`src/ifd_consts.vh`:
```
// Purpose: constants for the instruction format decoder
// Assumes: 12-bit instruction words, 8-bit data path
// Notes: widths, field positions, opcode patterns, phase and destination values
`ifndef IFD_CONSTS_VH
`define IFD_CONSTS_VH
`define IFD_INSTR_W 12
`define IFD_DATA_W 8
`define IFD_BYTE_OP_HI 11
`define IFD_BYTE_OP_LO 6
`define IFD_DEST_BIT 5
`define IFD_FILE_HI 4
`define IFD_FILE_LO 0
`define IFD_BIT_OP_HI 11
`define IFD_BIT_OP_LO 8
`define IFD_BITNUM_HI 7
`define IFD_BITNUM_LO 5
`define IFD_LIT_OP_HI 11
`define IFD_LIT_OP_LO 8
`define IFD_LIT8_HI 7
`define IFD_LIT8_LO 0
`define IFD_JMP_OP_HI 11
`define IFD_JMP_OP_LO 9
`define IFD_LIT9_HI 8
`define IFD_LIT9_LO 0
`define IFD_OP_ADD 6'h07
`define IFD_OP_AND 6'h05
`define IFD_OP_JMP 3'h5
`define IFD_OSC_PER_CYCLE 4
`define IFD_PHASE_W 2
`define IFD_PHASE_DECODE 2'h0
`define IFD_PHASE_EXEC 2'h3
`define IFD_DEST_ACC 1'b0
`endif

```
`src/ifd_alu.v`:
```
// Purpose: byte alu for add and and operations
// Assumes: purely combinational, same clock domain as caller
// Notes: half carry is the carry out of bit 3
`timescale 1ns/100ps
`default_nettype none
`include "ifd_consts.vh"
module ifd_alu #(
  parameter DATA_W = 8
) (
  input wire [DATA_W-1:0] acc_i,
  input wire [DATA_W-1:0] file_i,
  input wire sel_and_i,
  output reg [DATA_W-1:0] result_o,
  output reg carry_o,
  output reg half_carry_o,
  output reg zero_o
);
  reg [DATA_W:0] sum;
  reg [4:0] low_sum;
  always @* begin
    sum = {1'b0, acc_i} + {1'b0, file_i};
    low_sum = {1'b0, acc_i[3:0]} + {1'b0, file_i[3:0]};
    if (sel_and_i) begin
      result_o = acc_i & file_i;
    end else begin
      result_o = sum[DATA_W-1:0];
    end
    carry_o = sum[DATA_W];
    half_carry_o = low_sum[4];
    zero_o = (result_o == {DATA_W{1'b0}});
  end
endmodule // ifd_alu
`default_nettype wire

```
`src/ifd_decoder.v`:
```
// Purpose: decode 12-bit instruction words and execute add/and on file data
// Assumes: file data for the addressed register is presented by the datapath
// Notes: clock is the oscillator; one instruction cycle is four clocks
// Behaviour
// - byte ops: opcode 11:6, destination bit 5, file address 4:0
// - destination 0 writes accumulator, 1 writes back the file register
// - bit ops: opcode 11:8, bit number 7:5, file address 4:0
// - literal ops except jump: opcode 11:8, 8-bit literal 7:0
// - absolute jump: opcode 11:9, 9-bit target 8:0
// - add pattern adds accumulator and file, updates carry, half carry, zero
// - and pattern ANDs accumulator and file, updates zero only
// - one cycle per instruction, two when a test is true or pc changes
// - one instruction cycle spans four oscillator periods
`timescale 1ns/100ps
`default_nettype none
`include "ifd_consts.vh"
module ifd_decoder #(
  parameter INSTR_W = 12,
  parameter DATA_W = 8
) (
  input wire ref_clk_i,
  input wire resetn_i,
  input wire clk_en_i,
  input wire [INSTR_W-1:0] instr_i,
  input wire instr_valid_i,
  input wire [DATA_W-1:0] file_data_i,
  input wire pc_change_i,
  input wire test_true_i,
  input wire [DATA_W-1:0] acc_init_i,
  input wire acc_load_i,
  output reg [5:0] byte_opcode_o,
  output reg dest_file_o,
  output reg [4:0] file_addr_o,
  output reg [3:0] bit_opcode_o,
  output reg [2:0] bit_num_o,
  output reg [7:0] literal8_o,
  output reg [2:0] jump_opcode_o,
  output reg [8:0] literal9_o,
  output reg is_jump_o,
  output reg [DATA_W-1:0] acc_o,
  output reg [DATA_W-1:0] file_wdata_o,
  output reg file_we_o,
  output reg carry_flag_o,
  output reg half_carry_flag_o,
  output reg zero_flag_o,
  output reg [`IFD_PHASE_W-1:0] phase_o,
  output reg flush_o
);
  reg [INSTR_W-1:0] instr;
  reg [`IFD_PHASE_W-1:0] phase;
  reg two_cycle;
  wire [DATA_W-1:0] alu_result;
  wire alu_carry;
  wire alu_half;
  wire alu_zero;
  wire is_add;
  wire is_and;
  wire exec_now;

  assign is_add = instr[`IFD_BYTE_OP_HI:`IFD_BYTE_OP_LO] == `IFD_OP_ADD;
  assign is_and = instr[`IFD_BYTE_OP_HI:`IFD_BYTE_OP_LO] == `IFD_OP_AND;
  assign exec_now = phase == `IFD_PHASE_EXEC;

  ifd_alu #(
    .DATA_W(DATA_W)
  ) u_alu (
    .acc_i(acc_o),
    .file_i(file_data_i),
    .sel_and_i(is_and),
    .result_o(alu_result),
    .carry_o(alu_carry),
    .half_carry_o(alu_half),
    .zero_o(alu_zero)
  );

  always @(posedge ref_clk_i) begin
    if (!resetn_i) begin
      phase <= `IFD_PHASE_DECODE;
      phase_o <= `IFD_PHASE_DECODE;
    end else if (clk_en_i) begin
      phase <= phase + 2'h1;
      phase_o <= phase + 2'h1;
    end
  end

  // latch word at the start of each instruction cycle
  always @(posedge ref_clk_i) begin
    if (!resetn_i) begin
      instr <= {INSTR_W{1'b0}};
      byte_opcode_o <= 6'h00;
      dest_file_o <= 1'b0;
      file_addr_o <= 5'h00;
      bit_opcode_o <= 4'h0;
      bit_num_o <= 3'h0;
      literal8_o <= 8'h00;
      jump_opcode_o <= 3'h0;
      literal9_o <= 9'h000;
      is_jump_o <= 1'b0;
    end else if (clk_en_i && phase == `IFD_PHASE_DECODE) begin
      // a flushed slot executes as all zeros, a no-operation; the field outputs still follow instr_i
      if (instr_valid_i && !two_cycle) begin
        instr <= instr_i;
      end else begin
        instr <= {INSTR_W{1'b0}};
      end
      byte_opcode_o <= instr_i[`IFD_BYTE_OP_HI:`IFD_BYTE_OP_LO];
      dest_file_o <= instr_i[`IFD_DEST_BIT];
      file_addr_o <= instr_i[`IFD_FILE_HI:`IFD_FILE_LO];
      bit_opcode_o <= instr_i[`IFD_BIT_OP_HI:`IFD_BIT_OP_LO];
      bit_num_o <= instr_i[`IFD_BITNUM_HI:`IFD_BITNUM_LO];
      literal8_o <= instr_i[`IFD_LIT8_HI:`IFD_LIT8_LO];
      jump_opcode_o <= instr_i[`IFD_JMP_OP_HI:`IFD_JMP_OP_LO];
      literal9_o <= instr_i[`IFD_LIT9_HI:`IFD_LIT9_LO];
      is_jump_o <= instr_i[`IFD_JMP_OP_HI:`IFD_JMP_OP_LO] == `IFD_OP_JMP;
    end
  end

  always @(posedge ref_clk_i) begin
    if (!resetn_i) begin
      two_cycle <= 1'b0;
      flush_o <= 1'b0;
    end else if (clk_en_i) begin
      if (exec_now) begin
        two_cycle <= pc_change_i | test_true_i;
        flush_o <= pc_change_i | test_true_i;
      end else if (phase == `IFD_PHASE_DECODE) begin
        two_cycle <= 1'b0;
      end
    end
  end

  // execute on the last phase so file data has settled
  always @(posedge ref_clk_i) begin
    if (!resetn_i) begin
      acc_o <= {DATA_W{1'b0}};
      file_wdata_o <= {DATA_W{1'b0}};
      file_we_o <= 1'b0;
      carry_flag_o <= 1'b0;
      half_carry_flag_o <= 1'b0;
      zero_flag_o <= 1'b0;
    end else if (clk_en_i) begin
      file_we_o <= 1'b0;
      if (acc_load_i) begin
        acc_o <= acc_init_i;
      end else if (exec_now && (is_add || is_and)) begin
        if (instr[`IFD_DEST_BIT] == `IFD_DEST_ACC) begin
          acc_o <= alu_result;
        end else begin
          file_wdata_o <= alu_result;
          file_we_o <= 1'b1;
        end
        zero_flag_o <= alu_zero;
        if (is_add) begin
          carry_flag_o <= alu_carry;
          half_carry_flag_o <= alu_half;
        end
      end
    end
  end
endmodule // ifd_decoder
`default_nettype wire

```
`config.mk`:
```
export PLATFORM = sky130hd
export DESIGN_NAME = ifd_decoder
export DESIGN_NICKNAME = d
export VERILOG_FILES = /design/src/ifd_alu.v /design/src/ifd_decoder.v
export VERILOG_INCLUDE_DIRS = /design/src
export SDC_FILE = /design/constraint.sdc
export NUM_CORES = 1
export LEC_CHECK = 0
export BUFFER_PORTS_ARGS = -buffer_cell sky130_fd_sc_hd__buf_2
export CELL_PAD_IN_SITES_DETAIL_PLACEMENT = 1
export CELL_PAD_IN_SITES_GLOBAL_PLACEMENT = 1
export CORE_ASPECT_RATIO = 0.75
export CORE_MARGIN = 2
export CORE_UTILIZATION = 36
export CTS_BUF_LIST = sky130_fd_sc_hd__clkbuf_2
export DETAILED_ROUTE_END_ITERATION = 12
export PLACE_DENSITY = 0.88
export SYNTH_ARGS = -nofsm -noshare
export SYNTH_HDL_FRONTEND = slang
export SYNTH_SLANG_ARGS = --single-unit
```
`constraint.sdc`:
```
create_clock -name ref_clk_i -period 2.7 [get_ports ref_clk_i]
set_input_delay 0.405 -clock ref_clk_i [delete_from_list [all_inputs] [get_ports ref_clk_i]]
set_output_delay 0.405 -clock ref_clk_i [all_outputs]
set_load 0.01 [all_outputs]
```
==> impl_metrics.py, run 1 <==
metrics = {
    "outcome": {
        "status": "finished clean",
    },
    "cts": {
        "hold_buffers": 0,
        "post_cts_buffers": 0,
        "htree_levels": 2,
        "cts.sinks": 44,
        "cts_tree": "done",
        "clockRootBuffer": "clkbuf_2",
        "cts_resized": 0,
        "max-clock-path-buffers": 2,
        "worstSkewPairLatency_ns": 0.45,
        "clk_pin_slew_worst_paths_ns": 0.24,
        "cts_buffers": 5,
    },
    "final_layout": {
        "area_delta_synth_final_pct": 14.4,
        "antenna_cells": 0,
        "drive_above_1_share_pct": 33.1,
        "final_cell_count_no_fill": 437,
        "final_cell_mix": "buf_2 (97), dfxtp_1 (44), nand2_1 (43)",
        "final_common_cell": "buf_2",
        "nets": 402,
    },
    "power_and_ir_drop": {
        "p_per_area_nw_per_um2": 474,
        "total_power_mw": 1.32,
        "leakage_nw": 1.33,
        "ir_drop_uv": 201,
    },
    "sta": {
        "whs_ns": 0.145,
        "hold_violations": 0,
        "max_freq_mhz": 416,
        "finalSetupViolations": 0,
        "fin_crit_sh_pct": 89.1,
        "tightestPinTransition_ns": 0.824,
        "skew_ns": 0.0201,
        "period_minus_slack_ns": 2.41,
        "slew_viol_final": 0,
        "fin_setup_tns_ns": 0,
        "grt_setup_unrepaired": "no",
        "worst_slack_ns": 0.294,
        "slew_headroom_pct": 45.0,
    },
    "placement": {
        "hpwl_mm": 5.47,
        "gp_congestion": 0.864,
        "place.port_buffers": 97,
        "dp_cells": 430,
        "place_ws_ns": 0.235,
    },
    "setup_path": {
        "cp.arrival_ns": 2.77,
        "cp_data_required_time_ns": 3.07,
        "reg2reg_depth": 9,
        "crit_chain": "ha_1 > inv_1 > fa_1 > nor2b_1 > o21ai_0 > nor3b_1 > o31ai_1 > nor4_1 > a31o_1",
        "r2r_setup_slack_ns": 0.29,
        "cpPeakStageDelay_ns": 0.43,
        "slowest_stage": "dfxtp_1",
        "endpoint_kind": "flop",
        "start_kind": "flop",
        "crit_type": "flop to flop",
        "crit_fanout": 3,
    },
    "synth": {
        "synth_async_sr_flop_share_pct": 0,
        "syn_area_sq_um": 2440,
        "syn_inst": 290,
        "synth.avg_cell_area_sq_um": 8.43,
        "synth_nets": 336,
        "synth_cell_type_count": 52,
        "ys_ff_latch": 44,
        "synth_edf_count": 0,
        "synth_top_area_share_pct": 36.0,
        "yosys.area.top_type": "dfxtp_1",
        "synth-seq-area-share_pct": 36.0,
        "synth_area_leaders": "dfxtp_1 (36%), buf_4 (8.6%), nand2_1 (6.6%), ha_1 (5.1%), a21oi_1 (4.7%)",
        "yosysWarnings": 0,
        "ys.flop_type": "dfxtp_1",
    },
    "flow_run": {
        "drv_cap": 0,
    },
    "worst_hold_path": {
        "hold_path_depth": 3,
        "hold_class": "primary input to flop",
    },
    "global_routing": {
        "grt_max_degree": 38,
        "grtUsageTotal_pct": 19.0,
        "grt_overflow": 0,
        "antenna_found_initial": 0,
        "grt_pass1_wl_mm": 11.0,
        "grt_pass1_vias": 2149,
    },
    "floorplanning": {
        "rows": 25,
        "start_util_pct": 37.9,
        "coreArea_sq_um": 6440,
        "io_pins": 98,
        "die_w_um": 99.2,
        "die_height_um": 75.4,
        "dieArea_sq_um": 7470,
    },
    "drt": {
        "first_pass_iters": 4,
        "postRouteAntennaNets": 0,
        "drt-wirelength-per-cell_um": 16.2,
        "drc": 0,
        "vias": 2265,
        "routed_wirelength_mm": 7.08,
        "dr.first_iter.drc_count": 84,
        "viasPerCell": 5.18,
    },
}
## stage by stage
| stage | cell area [sq um] | util, % |
|---|---|---|
| after global placement | 2760 | 42.9 |
| final | 2800 | 43.4 |
| after CTS | 2800 | 43.4 |
| after detailed placement | 2760 | 42.9 |
| after floorplan | 2440 | - |
| after global routing | 2800 | 43.4 |
## state kept, by name, summed over array words and instances (netlist names), 2 cells and up
register / cells
file_wdata_o: 8
file_addr_o: 4
instr: 7
byte_opcode_o: 6
phase: 2
acc_o: 8
## critical path, delay by kind of cell (launching register included)
family                     cells  cell delay [ns]
and+or+nand+nor                3             0.45
adders and majority gates      2             0.62
buffers and inverters          1             0.08
AOI/OAI and AO/OA              3             0.76
DFF                            1             0.43
## report_power, final
group | total, mW | internal, mW | switching, mW
Sequential | 0.709 | 0.681 | 0.0283
Combinational | 0.328 | 0.133 | 0.195
Clock | 0.288 | 0.0615 | 0.227
Total | 1.32 | 0.875 | 0.450
## Yosys cell counts (6+ instances only)
library cell and number:
nor3_1 6, buf_4 28, ha_1 10, nor2_1 25
a21oi_1 23, a22oi_1 8, inv_1 8, mux2i_1 11
clkbuf_1 9, o21ai_0 8, nand2_1 43, dfxtp_1 44
## layout make-up
class / instances / area (sq um)
fill: 829 / 3650
multi-input combinational: 197 / 1250
sequential: 44 / 881
timing repair buffer: 99 / 500
tap: 81 / 101
inverter: 9 / 33.8
clock buffer: 6 / 30.0
clock inverter: 1 / 5.00
## cells by family (layout without fill, tap and decap cells)
group           count (synthesis)  after routing  synth area share, %
xor+xnor                        3              3                 1.07
buf+inv                        49            115                 13.0
flops                          44             44                 36.0
fa+ha+maj                      11             11                 5.94
simple gates                  108            108                 21.9
mux                            11             11                 4.50
compound gates                 64             64                 17.6
## metal layers
layer  vias to the layer above  wire length, um  global-route usage (%)
met5                         -                0                       0
met4                         0               87                    5.94
met3                         7              417                    5.14
met2                        63             3100                    29.0
met1                      1080             3480                    26.6
li1                       1115                -                       -
## final timing paths
path,startpoint,to
setup / recovery,acc_o[0],zero_flag_o
hold / removal,instr_i[2],file_addr_o[2]
setup reg to reg,acc_o[0],zero_flag_o
hold reg to reg,is_jump_o,is_jump_o
Power figures use the tool's default switching activity.
==> run 2, diff against run 1 <==
--- a/config.mk
+++ b/config.mk
@@ -6,12 +6,13 @@
 export SDC_FILE = /design/constraint.sdc
 export NUM_CORES = 1
 export LEC_CHECK = 0
+export ABC_AREA = 1
 export BUFFER_PORTS_ARGS = -buffer_cell sky130_fd_sc_hd__buf_2
 export CELL_PAD_IN_SITES_DETAIL_PLACEMENT = 1
 export CELL_PAD_IN_SITES_GLOBAL_PLACEMENT = 1
 export CORE_ASPECT_RATIO = 0.75
 export CORE_MARGIN = 2
-export CORE_UTILIZATION = 36
+export CORE_UTILIZATION = 35
 export CTS_BUF_LIST = sky130_fd_sc_hd__clkbuf_2
 export DETAILED_ROUTE_END_ITERATION = 12
 export PLACE_DENSITY = 0.88
==> impl_metrics.py, run 2 <==
metrics = {
    "floorplanning": {
        "rows": 26,
        "dieArea_sq_um": 7980,
        "coreArea_sq_um": 6930,
        "die_height_um": 77.9,
        "start_util_pct": 36.7,
        "die_w_um": 102,
        "io_pins": 98,
    },
    "global_routing": {
        "grt_max_degree": 30,
        "grtUsageTotal_pct": 19.5,
        "antenna_found_initial": 0,
        "grt_pass1_vias": 2616,
        "grt_overflow": 0,
        "grt_pass1_wl_mm": 12.3,
    },
    "setup_path": {
        "critical_path_buf_inv_count": 2,
        "cp_data_required_time_ns": 3.07,
        "crit_end": "zero_flag_o",
        "crit_path_start": "acc_o[0]",
        "crit_top_cell": "nand2_1",
        "cp.arrival_ns": 2.50,
        "crit_fanout": 3,
        "rr_endpoint": "zero_flag_o",
        "r2r_setup_slack_ns": 0.58,
        "reg2reg_from": "acc_o[0]",
        "start_kind": "flop",
        "endpoint_kind": "flop",
        "crit_type": "flop to flop",
        "slowest_stage": "dfxtp_1",
        "cpPeakStageDelay_ns": 0.42,
        "reg2reg_depth": 14,
        "cp_num_cells": 14,
        "crit_chain": "ha_1 > inv_1 > fa_1 > inv_1 > nand2_1 > nand2_1 > nand3_1 > nand2_1 > nand2_1 > nand3_1 > nand2_1 > nor2_1 > nand3_1 > a21oi_2",
        "path_delay_family": "simple AND/OR/NAND/NOR gates",
    },
    "final_layout": {
        "final_common_cell": "buf_2",
        "final_util_pct": 43.0,
        "multi_input_area_sq_um": 1220,
        "nets": 479,
        "drive_above_1_share_pct": 29.3,
        "fin_area_sq_um": 2980,
        "antenna_cells": 0,
        "fill_cells": 952,
        "reg_top3": "acc_o (8), file_wdata_o (8), instr (7)",
        "area_delta_synth_final_pct": 16.9,
        "final_cell_mix": "buf_2 (97), nand2_1 (75), inv_1 (44), dfxtp_1 (44), a21oi_1 (43)",
        "seq_area_sq_um": 881,
    },
    "drt": {
        "vias": 2567,
        "postRouteAntennaNets": 0,
        "routed_wirelength_mm": 7.64,
        "dr.first_iter.drc_count": 115,
        "viasPerCell": 4.83,
        "first_pass_iters": 4,
        "drc": 0,
        "drt-wirelength-per-cell_um": 14.4,
    },
    "sta": {
        "skew_ns": 0.0168,
        "fin_crit_sh_pct": 78.7,
        "slew_headroom_pct": 37.2,
        "tightestPinTransition_ns": 0.941,
        "hold_violations": 0,
        "period_minus_slack_ns": 2.12,
        "grt_setup_unrepaired": "no",
        "max_freq_mhz": 471,
        "fin_setup_tns_ns": 0,
        "finalSetupViolations": 0,
        "slew_viol_final": 0,
        "worst_slack_ns": 0.576,
    },
    "synth": {
        "syn_inst": 364,
        "yosysWarnings": 0,
        "ys_ff_latch": 44,
        "ys.flop_type": "dfxtp_1",
        "synth_top_area_share_pct": 34.6,
        "synth_area_leaders": "dfxtp_1 (35%), nand2_1 (11%), a21oi_1 (8.5%), buf_4 (8.0%), inv_1 (6.5%)",
        "yosysMostFrequentCell": "nand2_1",
        "yosys.area.top_type": "dfxtp_1",
        "synth-seq-area-share_pct": 34.6,
        "synth_cell_type_count": 32,
        "synth_async_sr_flop_share_pct": 0,
        "syn_area_sq_um": 2550,
        "synth_nets": 410,
        "synth_edf_count": 0,
        "yosys-top-cells-count": "nand2_1 (75), dfxtp_1 (44), inv_1 (44)",
        "synth.avg_cell_area_sq_um": 7.00,
    },
    "power_and_ir_drop": {
        "ir_drop_uv": 221,
        "total_power_mw": 1.43,
        "leakage_nw": 1.59,
        "p_per_area_nw_per_um2": 480,
    },
    "cts": {
        "clockRootBuffer": "clkbuf_2",
        "hold_buffers": 0,
        "cts_resized": 0,
        "cts_tree": "done",
        "post_cts_buffers": 0,
        "max-clock-path-buffers": 2,
        "clk_pin_slew_worst_paths_ns": 0.26,
        "htree_levels": 2,
        "worstSkewPairLatency_ns": 0.42,
        "cts.sinks": 44,
        "cts_buffers": 5,
    },
    "placement": {
        "place_ws_ns": 0.492,
        "hpwl_mm": 6.02,
        "gp_congestion": 0.830,
        "place_area_sq_um": 2910,
        "place.port_buffers": 97,
    },
    "flow_run": {
        "drv_cap": 0,
    },
    "worst_hold_path": {
        "hold_class": "primary input to flop",
    },
    "outcome": {
        "status": "finished clean",
    },
}
## run 2: cell types whose count changed in the layout (fill, tap and decap cells not counted), moves of 6 or more
cell	before	now
nand2_1	43	75
mux2i_1	11	0
a22oi_1	8	0
inv_1	8	44
a21oi_1	23	43
nand3_1	2	18
nand2_2	0	6
nor2_1	25	37
o21ai_0	8	17
o21ai_1	0	6
## run 2: worst min-delay path by stage
stage | slack [ns] | cells past startpoint | to | from
after floorplan | 0.45 | 2 | two_cycle | two_cycle
after global placement | 0.44 | 2 | file_wdata_o[0] | file_wdata_o[0]
after detailed placement | 0.45 | 2 | file_wdata_o[0] | file_wdata_o[0]
after CTS | 0.20 | 3 | file_addr_o[1] | instr_i[1]
after global routing | 0.16 | 3 | file_addr_o[1] | instr_i[1]
final | 0.23 | 3 | file_addr_o[1] | instr_i[1]
## run 2: per-stage QoR
step / hold WS, ns / std cells
after global placement: 0.438 / 524
after floorplan: 0.454 / 364
after detailed placement: 0.454 / 524
after CTS: 0.198 / 532
final: 0.229 / 532
after global routing: 0.156 / 532
## run 2: where the power goes
part           leakage, nW  total [mW]  switching [mW]  internal (mW)
clock network       0.0406       0.391           0.236          0.155
logic                 1.19       0.331           0.208          0.123
registers            0.359       0.707          0.0263          0.681
total                 1.59        1.43           0.470          0.959
## run 2: cells by family (layout without fill, tap and decap cells)
logic type                 Yosys count  after routing  synth area share [%]
buffers and inverters               85            155                  17.6
and+or+nand+nor                    150            150                  26.3
AOI/OAI and AO/OA                   74             74                  15.7
adders and majority gates           11             11                  5.70
DFF                                 44             44                  34.6
## run 2: area by class of cell
type | instances | share of cell area (%)
Timing Repair Buffer | 98 | 16.6
Multi-Input combinational cell | 235 | 40.9
Inverter | 49 | 6.60
Tap cell | 98 | 4.12
Sequential cell | 44 | 29.6
Clock buffer | 5 | 0.841
Clock inverter | 3 | 1.43
## run 2: worst reg2reg max path, delay by kind of cell, from the launching register on
kind / cells / cell delay (ns)
fa+ha+maj: 2 / 0.62
simple gates: 9 / 0.76
flops: 1 / 0.42
compound gates: 1 / 0.12
buf+inv: 2 / 0.19
## run 2: routing by layer
metal	part of all wire (%)	up-vias	global-route usage, %
met5	0	-	0
met4	0.89	0	5.60
met3	5.7	6	4.23
met2	46	74	31.4
met1	48	1209	26.0
li1	-	1278	-
==> run 3, diff against run 2 <==
==> constraint.sdc (replaced) <==
create_clock -name ref_clk_i -period 2.11 [get_ports ref_clk_i]
set_input_delay 0.3165 -clock ref_clk_i [delete_from_list [all_inputs] [get_ports ref_clk_i]]
set_output_delay 0.3165 -clock ref_clk_i [all_outputs]
set_load 0.01 [all_outputs]
==> impl_metrics.py, run 3 (synthesized netlist as in run 2, its figures left out) <==
metrics = {
    "global_routing": {
        "grtUsageTotal_pct": 19.0,
        "grt_overflow": 0,
        "grt_pass1_wl_mm": 12.0,
        "grt_max_degree": 21,
        "antenna_found_initial": 0,
        "grt_pass1_vias": 2449,
    },
    "drt": {
        "postRouteAntennaNets": 0,
        "vias": 2542,
        "dr.first_iter.drc_count": 92,
        "drt-wirelength-per-cell_um": 14.0,
        "routed_wirelength_mm": 7.49,
        "drc": 0,
        "viasPerCell": 4.74,
        "first_pass_iters": 4,
    },
    "outcome": {
        "status": "finished clean",
    },
    "flow_run": {
        "drv_cap": 0,
    },
    "floorplanning": {
        "die_w_um": 102,
        "io_pins": 98,
        "start_util_pct": 36.7,
        "dieArea_sq_um": 7980,
        "die_height_um": 77.9,
        "rows": 26,
        "coreArea_sq_um": 6930,
    },
    "setup_path": {
        "crit_chain": "ha_4 > inv_1 > fa_2 > inv_2 > nand2_1 > nand2_2 > nand3_2 > nand2_1 > nand2_1 > nand3_1 > nand2_2 > nor2_2 > nand3_1 > a21oi_2",
        "crit_top_cell": "nand2_1",
        "crit_type": "flop to flop",
        "cp.arrival_ns": 2.29,
        "crit_fanout": 3,
        "cpPeakStageDelay_ns": 0.42,
        "critical_path_buf_inv_count": 2,
        "path_delay_family": "simple AND/OR/NAND/NOR gates",
        "start_kind": "flop",
        "cp_data_required_time_ns": 2.48,
        "endpoint_kind": "flop",
        "r2r_setup_slack_ns": 0.18,
        "slowest_stage": "dfxtp_2",
    },
    "cts": {
        "max-clock-path-buffers": 2,
        "clk_pin_slew_worst_paths_ns": 0.24,
        "cts.sinks": 44,
        "cts_buffers": 5,
        "cts_tree": "done",
        "hold_buffers": 0,
        "worstSkewPairLatency_ns": 0.42,
        "clockRootBuffer": "clkbuf_2",
        "htree_levels": 2,
    },
    "placement": {
        "hpwl_mm": 5.93,
        "gp_congestion": 0.832,
        "place_ws_ns": 0.0332,
        "place.port_buffers": 97,
    },
    "final_layout": {
        "area_delta_synth_final_pct": 18.4,
        "drive_above_1_share_pct": 32.4,
        "final_cell_mix": "buf_2 (97), nand2_1 (72), inv_1 (43), a21oi_1 (43), dfxtp_1 (43)",
        "antenna_cells": 0,
        "nets": 483,
        "reg_top3": "acc_o (8), file_wdata_o (8), instr (7)",
        "final_common_cell": "buf_2",
    },
    "sta": {
        "fin_crit_sh_pct": 91.4,
        "skew_ns": 0.0235,
        "finalSetupViolations": 0,
        "worst_slack_ns": 0.182,
        "slew_headroom_pct": 59.6,
        "tightestPinTransition_ns": 0.606,
        "period_minus_slack_ns": 1.93,
        "hold_violations": 0,
        "max_freq_mhz": 519,
        "slew_viol_final": 0,
    },
    "power_and_ir_drop": {
        "leakage_nw": 1.59,
        "p_per_area_nw_per_um2": 565,
        "ir_drop_uv": 269,
        "total_power_mw": 1.70,
    },
    "worst_hold_path": {
        "hold_class": "primary input to flop",
    },
}
[run 3: cell count changes in the layout (fill, tap and decap cells not counted), sizes merged]
| cell | delta |
|---|---|
| buf | +4 |
| clkinv | +1 |
| bufinv | -1 |
[run 3: final cells by class]
cell class / count / area (sq um)
Timing Repair Buffer: 102 / 523
Clock buffer: 5 / 25.0
Sequential cell: 44 / 882
Fill cell: 941 / 3920
Inverter: 49 / 196
Tap cell: 98 / 123
Clock inverter: 3 / 13.8
Multi-Input combinational cell: 235 / 1250
[run 3: worst register-to-register path: cells and delay by family (launching register included)]
kind / cells / cell delay [ns]
simple gates: 9 / 0.71
fa+ha+maj: 2 / 0.50
buf+inv: 2 / 0.13
compound gates: 1 / 0.13
flops: 1 / 0.42
[run 3: report_power, final]
group	total, mW	internal (mW)	switching [mW]	leakage [nW]
sequential	0.904	0.871	0.0334	0.359
combinational	0.438	0.167	0.272	1.20
clock	0.362	0.0746	0.287	0.0302
[run 3: worst paths after layout]
kind	from	endpoint	cells after the start
max	acc_o[0]	zero_flag_o	14
min	instr_i[3]	file_addr_o[3]	3
max reg2reg	acc_o[0]	zero_flag_o	14
min reg2reg	file_wdata_o[0]	file_wdata_o[0]	2
[run 3: metal layers]
metal | vias to the layer above | wire [um] | GRT usage [%]
met5 | - | 0 | 0
met4 | 0 | 19 | 4.13
met3 | 2 | 471 | 4.32
met2 | 72 | 3390 | 29.2
met1 | 1189 | 3620 | 26.9
li1 | 1279 | - | -
[run 3: metrics by stage]
step	instance area [sq um]	std cells	util (%)	setup TNS [ns]	hold WS [ns]
after floorplan	2550	364	-	0	0.454
after global placement	2920	526	42.2	0	0.437
after detailed placement	2920	526	42.2	0	0.447
after CTS	2960	534	42.8	0	0.122
after global routing	3010	536	43.5	-0.0118	0.124
final	3010	536	43.5	0	0.153
[run 3: timing repair]
action / 4_1_cts / 5_1_grt
resized for setup: 0 / 12
setup buffers: 0 / 2
setup endpoints to repair: 0 / 3
